File: src/design/stat_counter_defs.vh
// constants for the per-port statistics counter access block
`ifndef STAT_COUNTER_DEFS_VH
`define STAT_COUNTER_DEFS_VH

// register bus geometry
`define SC_ADDR_W 12
`define SC_DATA_W 32

// register byte offsets
`define SC_CSR_OFFSET 12'h0500
`define SC_DATA_OFFSET 12'h0504

// counter geometry
`define SC_NUM_COUNTERS 30
`define SC_CNT_W 36
`define SC_IDX_W 8
`define SC_SEL_W 5
`define SC_CNT_HI_W 4

// control/status field positions
`define SC_CSR_OVF_BIT 31
`define SC_CSR_RD_BIT 25
`define SC_CSR_FFE_BIT 24
`define SC_CSR_IDX_MSB 23
`define SC_CSR_IDX_LSB 16
`define SC_CSR_HI_MSB 3
`define SC_CSR_HI_LSB 0

// reset values
`define SC_CSR_RESET 32'h0000_0000
`define SC_DATA_RESET 32'h0000_0000
`define SC_IDX_RESET 8'h00

`endif

File: src/design/port_stat_counter_indirect_read.v
// per-port statistics counter indirect read register bank
// What this block does
// - each port keeps thirty counters that software reaches only through one control/status and one data register.
// - reading a counter through the indirect mechanism restarts it from zero, counting an event of the same cycle.
// - the block clears bit 25 itself once the counter value sits in the value fields.
// - bits 35:32 of the counter value read back in control/status bits 3:0.
// - bits 31:0 of the counter value read back in the data register.
// - control/status bit 31 shows one when the read counter had overflowed, zero otherwise.
// - with bit 24 set the port obeys the global flush and freeze commands, with it clear it ignores them.
//
// Implementation choice: the plain strobed port.
`timescale 1ns/100ps
`include "stat_counter_defs.vh"

module port_stat_counter_indirect_read (
    input wire i_clk,
    input wire i_sys_rst,
    input wire [`SC_ADDR_W-1:0] i_addr,
    input wire [`SC_DATA_W-1:0] i_wr_data,
    input wire i_wr_en,
    input wire i_rd_en,
    output reg [`SC_DATA_W-1:0] o_rd_data,
    input wire [`SC_NUM_COUNTERS-1:0] i_cnt_event,
    input wire i_global_flush,
    input wire i_global_freeze,
    output reg o_read_busy,
    output reg o_port_frozen
);
    // software visible fields
    reg rd_busy_r;
    reg rd_busy_nxt;
    reg ffe_r;
    reg ffe_nxt;
    reg [`SC_IDX_W-1:0] idx_r;
    reg [`SC_IDX_W-1:0] idx_nxt;
    reg ovf_r;
    reg ovf_nxt;
    reg [`SC_CNT_HI_W-1:0] val_hi_r;
    reg [`SC_CNT_HI_W-1:0] val_hi_nxt;
    reg [`SC_DATA_W-1:0] val_lo_r;
    reg [`SC_DATA_W-1:0] val_lo_nxt;

    // read sequencer
    localparam [1:0] ST_IDLE = 2'h0;
    localparam [1:0] ST_ISSUE = 2'h1;
    localparam [1:0] ST_WAIT = 2'h2;
    reg [1:0] state_r;
    reg [1:0] state_nxt;

    // read data path
    reg [`SC_DATA_W-1:0] rd_data_nxt;

    // decoded strobes
    wire csr_hit;
    wire data_hit;
    wire csr_wr;
    wire start_rd;

    // counter bank handshake
    wire bank_rd_req;
    wire [`SC_CNT_W-1:0] bank_value;
    wire bank_ovf;
    wire bank_done;

    // qualified global controls
    wire port_freeze;
    wire port_flush;

    // address match against one register offset
    function addr_is;
        input [`SC_ADDR_W-1:0] addr;
        input [`SC_ADDR_W-1:0] offset;
        begin
            addr_is = (addr == offset);
        end
    endfunction

    // assemble the control/status word from its fields
    function [`SC_DATA_W-1:0] csr_word;
        input ovf;
        input busy;
        input ffe;
        input [`SC_IDX_W-1:0] idx;
        input [`SC_CNT_HI_W-1:0] hi;
        reg [`SC_DATA_W-1:0] w;
        begin
            w = {`SC_DATA_W{1'b0}};
            w[`SC_CSR_OVF_BIT] = ovf;
            w[`SC_CSR_RD_BIT] = busy;
            w[`SC_CSR_FFE_BIT] = ffe;
            w[`SC_CSR_IDX_MSB:`SC_CSR_IDX_LSB] = idx;
            w[`SC_CSR_HI_MSB:`SC_CSR_HI_LSB] = hi;
            csr_word = w;
        end
    endfunction

    // address decoding
    assign csr_hit = addr_is(i_addr, `SC_CSR_OFFSET);
    assign data_hit = addr_is(i_addr, `SC_DATA_OFFSET);
    assign csr_wr = i_wr_en && csr_hit;
    assign start_rd = csr_wr && i_wr_data[`SC_CSR_RD_BIT] && !rd_busy_r;

    // global flush and freeze reach this port only when enabled
    assign port_freeze = i_global_freeze && ffe_r;
    assign port_flush = i_global_flush && ffe_r;

    // one-cycle request to the bank while issuing
    assign bank_rd_req = (state_r == ST_ISSUE);

    stat_counter_bank u_bank (
        .i_clk(i_clk),
        .i_sys_rst(i_sys_rst),
        .i_cnt_event(i_cnt_event),
        .i_freeze(port_freeze),
        .i_flush(port_flush),
        .i_rd_req(bank_rd_req),
        .i_rd_idx(idx_r),
        .o_rd_value(bank_value),
        .o_rd_ovf(bank_ovf),
        .o_rd_done(bank_done)
    );

    // read sequencer: issue to the bank, then wait for its captured value
    always @* begin
        state_nxt = state_r;
        case (state_r)
            ST_IDLE: begin
                if (start_rd) begin
                    state_nxt = ST_ISSUE;
                end
            end
            ST_ISSUE: begin
                state_nxt = ST_WAIT;
            end
            ST_WAIT: begin
                if (bank_done) begin
                    state_nxt = ST_IDLE;
                end
            end
            default: begin
                state_nxt = ST_IDLE;
            end
        endcase
    end

    // control/status fields
    always @* begin
        rd_busy_nxt = rd_busy_r;
        ffe_nxt = ffe_r;
        idx_nxt = idx_r;
        if (csr_wr) begin
            ffe_nxt = i_wr_data[`SC_CSR_FFE_BIT];
            // index stays put while a read is in flight
            if (!rd_busy_r) begin
                idx_nxt = i_wr_data[`SC_CSR_IDX_MSB:`SC_CSR_IDX_LSB];
            end
        end
        if (start_rd) begin
            rd_busy_nxt = 1'b1;
        end else if (state_r == ST_WAIT && bank_done) begin
            rd_busy_nxt = 1'b0;
        end
    end

    // value fields load together with the clearing of the busy bit
    always @* begin
        ovf_nxt = ovf_r;
        val_hi_nxt = val_hi_r;
        val_lo_nxt = val_lo_r;
        if (state_r == ST_WAIT && bank_done) begin
            ovf_nxt = bank_ovf;
            val_hi_nxt = bank_value[`SC_CNT_W-1:`SC_DATA_W];
            val_lo_nxt = bank_value[`SC_DATA_W-1:0];
        end
    end

    // read data: valid only in the cycle after the strobe, zero elsewhere and for unmapped addresses
    always @* begin
        rd_data_nxt = {`SC_DATA_W{1'b0}};
        if (i_rd_en) begin
            if (csr_hit) begin
                rd_data_nxt = csr_word(ovf_r, rd_busy_r, ffe_r, idx_r, val_hi_r);
            end else if (data_hit) begin
                rd_data_nxt = val_lo_r;
            end else begin
                rd_data_nxt = {`SC_DATA_W{1'b0}};
            end
        end
    end

    always @(posedge i_clk or posedge i_sys_rst) begin
        if (i_sys_rst) begin
            state_r <= ST_IDLE;
            rd_busy_r <= 1'b0;
            ffe_r <= 1'b0;
            idx_r <= `SC_IDX_RESET;
            ovf_r <= 1'b0;
            val_hi_r <= {`SC_CNT_HI_W{1'b0}};
            val_lo_r <= `SC_DATA_RESET;
            o_rd_data <= {`SC_DATA_W{1'b0}};
            o_read_busy <= 1'b0;
            o_port_frozen <= 1'b0;
        end else begin
            state_r <= state_nxt;
            rd_busy_r <= rd_busy_nxt;
            ffe_r <= ffe_nxt;
            idx_r <= idx_nxt;
            ovf_r <= ovf_nxt;
            val_hi_r <= val_hi_nxt;
            val_lo_r <= val_lo_nxt;
            o_rd_data <= rd_data_nxt;
            o_read_busy <= rd_busy_nxt;
            o_port_frozen <= port_freeze;
        end
    end
endmodule

File: src/design/stat_counter_bank.v
// thirty 36-bit statistics counters with read-and-clear, flush and freeze
`timescale 1ns/100ps
`include "stat_counter_defs.vh"

module stat_counter_bank (
    input wire i_clk,
    input wire i_sys_rst,
    input wire [`SC_NUM_COUNTERS-1:0] i_cnt_event,
    input wire i_freeze,
    input wire i_flush,
    input wire i_rd_req,
    input wire [`SC_IDX_W-1:0] i_rd_idx,
    output reg [`SC_CNT_W-1:0] o_rd_value,
    output reg o_rd_ovf,
    output reg o_rd_done
);
    reg [`SC_CNT_W-1:0] cnt_r [0:`SC_NUM_COUNTERS-1];
    reg [`SC_NUM_COUNTERS-1:0] ovf_r;
    wire idx_ok;
    integer k;

    assign idx_ok = (i_rd_idx < `SC_NUM_COUNTERS);

    always @(posedge i_clk or posedge i_sys_rst) begin
        if (i_sys_rst) begin
            for (k = 0; k < `SC_NUM_COUNTERS; k = k + 1) begin
                cnt_r[k] <= {`SC_CNT_W{1'b0}};
            end
            ovf_r <= {`SC_NUM_COUNTERS{1'b0}};
            o_rd_value <= {`SC_CNT_W{1'b0}};
            o_rd_ovf <= 1'b0;
            o_rd_done <= 1'b0;
        end else begin
            o_rd_done <= i_rd_req;
            if (i_rd_req) begin
                o_rd_value <= idx_ok ? cnt_r[i_rd_idx[`SC_SEL_W-1:0]] : {`SC_CNT_W{1'b0}};
                o_rd_ovf <= idx_ok ? ovf_r[i_rd_idx[`SC_SEL_W-1:0]] : 1'b0;
            end
            for (k = 0; k < `SC_NUM_COUNTERS; k = k + 1) begin
                if (i_flush) begin
                    cnt_r[k] <= {`SC_CNT_W{1'b0}};
                    ovf_r[k] <= 1'b0;
                end else if (i_rd_req && idx_ok && (i_rd_idx[`SC_SEL_W-1:0] == k[`SC_SEL_W-1:0])) begin
                    // capture and clear in one edge; an event in the same cycle starts the new count
                    cnt_r[k] <= {{(`SC_CNT_W-1){1'b0}}, (i_cnt_event[k] & ~i_freeze)};
                    ovf_r[k] <= 1'b0;
                end else if (i_cnt_event[k] && !i_freeze) begin
                    cnt_r[k] <= cnt_r[k] + {{(`SC_CNT_W-1){1'b0}}, 1'b1};
                    if (&cnt_r[k]) begin
                        ovf_r[k] <= 1'b1;
                    end
                end
            end
        end
    end
endmodule

File: config.mk
export PLATFORM = sky130hd
export DESIGN_NAME = port_stat_counter_indirect_read
export DESIGN_NICKNAME = d
export VERILOG_FILES = /design/src/design/port_stat_counter_indirect_read.v /design/src/design/stat_counter_bank.v
export VERILOG_INCLUDE_DIRS = /design/src /design/src/design
export SDC_FILE = /design/constraint.sdc
export NUM_CORES = 2
export LEC_CHECK = 0
export ABC_AREA = 1
export ABC_CLOCK_PERIOD_IN_PS = 49300
export BUFFER_PORTS_ARGS = -buffer_cell sky130_fd_sc_hd__buf_2
export CAP_MARGIN = 0
export CORE_MARGIN = 10
export CORE_UTILIZATION = 45
export DETAILED_ROUTE_END_ITERATION = 8
export GPL_TIMING_DRIVEN = 0
export PLACE_DENSITY = 0.67
export SKIP_CTS_REPAIR_TIMING = 1
export SLEW_MARGIN = 20
export SYNTH_ARGS = -nofsm -noshare
export SYNTH_HDL_FRONTEND = slang
export SYNTH_SLANG_ARGS = --single-unit
export TNS_END_PERCENT = 10
File: constraint.sdc
create_clock -name i_clk -period 49.3 [get_ports i_clk]
set_input_delay 9.86 -clock i_clk [delete_from_list [all_inputs] [get_ports i_clk]]
set_output_delay 9.86 -clock i_clk [all_outputs]
set_load 0.02 [all_outputs]
==> results.toml <==
[yosys]
synth.most_common_cell = "nand2_1"
synth-seq-cells = 1230
synth_top_area_cell = "dfrtp_1"
synth_top_family_by_area = "simple AND/OR/NAND/NOR gates"
synth_area_leaders = "dfrtp_1, nand2_1, nor2_1, inv_1, nand3_1"
syn_inst = 12230
synth_top_cell_area_share = 0.388
synth_nets = 12340
synth_compound_area_frac = 0.101
synthXorXnorAreaFrac = 0.0200
synth-edff-count = 0
syn_area_sq_um = 79300
synth-simple-area-share = 0.394
yosysWarnings = 0
ys_seq_area_frac = 0.388
synth_common_cells = "nand2_1, nor2_1, inv_1"
yosysUniqueCellTypes = 55
synth.avg_cell_area_sq_um = 6.48
muxShareOfSynthArea = 0
ys_async_sr_fraction = 1.00
synthAdderAreaFrac = 0.00473
yosys_most_used_dff = "dfrtp_1"

[route]
firstDrtPassIters = 7
wl_um = 394000
wire_per_inst_um = 26.3
drt_iter0_markers = 12171
vias = 88325
ant_nets = 0
avgViaCountPerCell = 5.90
drc = 0

[worst_setup_path]
cp-start-kind = "input pin"
endpoint_kind = "register"
crit_path_max_incr_delay_ps = 900
cp_data_arrival_time_ps = 13500
critPathBufInv = 5
crit_required_ps = 50060
crit_path_top_delay_cell = "buf_2"
path_delay_family = "buffers and inverters"
path_cells = "buf_2 > nand2_1 > buf_2 > buf_4 > buf_2 > buf_2 > o211ai_1 > o21ai_0"
cp_common_cell = "buf_2"
critPathMaxFanout = 10
worst-setup-path-type = "input pin to register"

[clock_tree]
cts_buffers = 153
root_buffer = "clkbuf_16"
cts_tree = "yes"
insertion_delay_ps = 860
clockBufferDepth = 3
cts_sinks = 1230
clk_pin_slew_worst_paths_ps = 60
htree_levels = 4

[finish]
syn2layout_area_growth_pct = 11.6
nets = 12607
layoutNonFillerInstCount = 14976
fin_area_sq_um = 88500
final_layout_size_suffix_gt1_frac = 0.0567

[die]
fp.dieH_um = 440
rows = 154
initial_core_util = 0.451
die_area_sq_um = 193000
die_w_um = 440
core-area_sq_um = 176000
num_io_pins = 114

[place]
place.gp.congestion = 1.09
io_buffers = 91
dp.cells = 14682
dpl_cell_area_sq_um = 83300
place_hpwl_um = 307000

[power]
leakagePower_nw = 42.4
combPwrFrac = 0.111
netSwitchingPower_uw = 817
p_int_mw = 1.87
p_clk_frac = 0.443
finalPower_mw = 2.69
power_frac_seq = 0.447
powerDensity_nw_per_um2 = 30.4
ir_drop_mv = 0.0359
p_sw_frac = 0.304

[grt]
grt_pass1_vias = 80729
grt_usage = 0.393
antenna_found_initial = 35
grt_overflow_total = 0
grt_start_max_net_pins = 101
grt_pass1_wl_um = 558000

[timing]
tightest_slew_ps = 1240
slew_headroom = 0.171
grt_setup_unrepaired = "no"
period_minus_slack_ps = 12730
finalSetupViolCount = 0
final_max_slew_viol_count = 0
hold_slack_ps = 474
finClkSkew_ps = 37.6
period_share = 0.258
finalSetupTns_ps = 0
fmax_ghz = 0.0785
finalHoldViolCount = 0

[min_path]
min_path_type = "register to register"

[job]
cap_violations = 0

[outcome]
status = "complete, no violations"
placed cells by master, fill, tap and decap left out, types with 13 or more instances in the layout:
master and count:
o21a_1 29, buf_4 29, clkinv_1 14, clkbuf_2 22, or2_2 13, nor2_4 13, o21bai_1 19, diode_2 20
dfrtp_1 1230, inv_1 1446, xor2_1 126, inv_2 38, nand3b_1 38, a31oi_1 28, o21ai_1 34, nor3_1 437
xnor2_1 55, nor3b_1 32, ha_1 30, nor4_1 50, buf_1 15, o21ai_0 569, clkinv_2 30, nand2_2 23
nand2_1 3436, nand4_1 355, buf_16 20, clkbuf_16 155, nand3_1 811, clkbuf_8 33, buf_2 260, clkbuf_1 134
o22ai_1 54, a22oi_1 57, and3_1 14, nor2_1 2152, a21oi_1 684
final cells by class:
class / instances / area [sq um]
Fill cell: 18216 / 87200
Multi-Input combinational cell: 9154 / 41200
Inverter: 1499 / 5630
Clock buffer: 216 / 4440
Sequential cell: 1230 / 30800
Antenna cell: 20 / 50.0
Timing Repair Buffer: 112 / 1030
Tap cell: 2340 / 2930
Clock inverter: 58 / 703
Buffer: 347 / 1700
kinds of logic (layout without fill, tap and decap cells):
family                     after synthesis  after routing
AOI/OAI and AO/OA                     1510           1510
xor gates and xnor gates               181            181
adders and majority gates               30             30
buffers and inverters                 1846           2232
DFF                                   1230           1230
other                                    0             20
and+or+nand+nor                       7433           7433
worst min-delay path: stages (launching register included):
cell	delay, ps
dfrtp_1	340
nand2_1	50
nand2_1	40
power by group through the flow:
stage	clock network, mW	registers [mW]	logic (mW)
6_report	1.19	1.20	0.297
2_1_floorplan	0	1.17	0.212
3_3_place_gp	0	1.21	0.279
4_1_cts	1.19	1.19	0.291
3_5_place_dp	0	1.21	0.289
5_1_grt	1.23	1.21	0.335
stage by stage:
step | worst slack, ps | util
final | 36570 | 0.504
after global routing | 36800 | 0.503
after CTS | 37000 | 0.503
after detailed placement | 36140 | 0.474
after global placement | -11920 | 0.471
after floorplan | 4780 | -
state kept, by name, indices dropped and copies added, names as in the netlist, 2 cells and up:
register	flops
val_lo_r	32
o_rd_data	32
u_bank.ovf_r	30
state_r	2
idx_r	8
u_bank.o_rd_value	36
u_bank.cnt_r	1080
val_hi_r	4
final timing paths:
kind,slack [ps],endpoint,depth (start not counted),start
worst max-delay path,36570,u_bank.cnt_r[648],8,i_global_flush
worst min-delay path,470,val_lo_r[15],2,u_bank.o_rd_value[15]
worst max register to register,44810,u_bank.cnt_r[648],7,ffe_r
worst min register to register,470,val_lo_r[15],2,u_bank.o_rd_value[15]
max in group asynchronous,37330,u_bank.cnt_r[175],8,i_sys_rst
min in group asynchronous,9130,u_bank.cnt_r[819],2,i_sys_rst
layer usage:
metal	GRT usage	part of all wire	wire length, um	vias to the layer above
met5	0	0.00027	105	-
met4	0.282	0.085	33600	14
met3	0.115	0.12	46600	1185
met2	0.564	0.41	161000	5294
met1	0.503	0.39	152000	41996
li1	-	-	-	39836
Note: power is estimated with default switching activity, not from simulation.
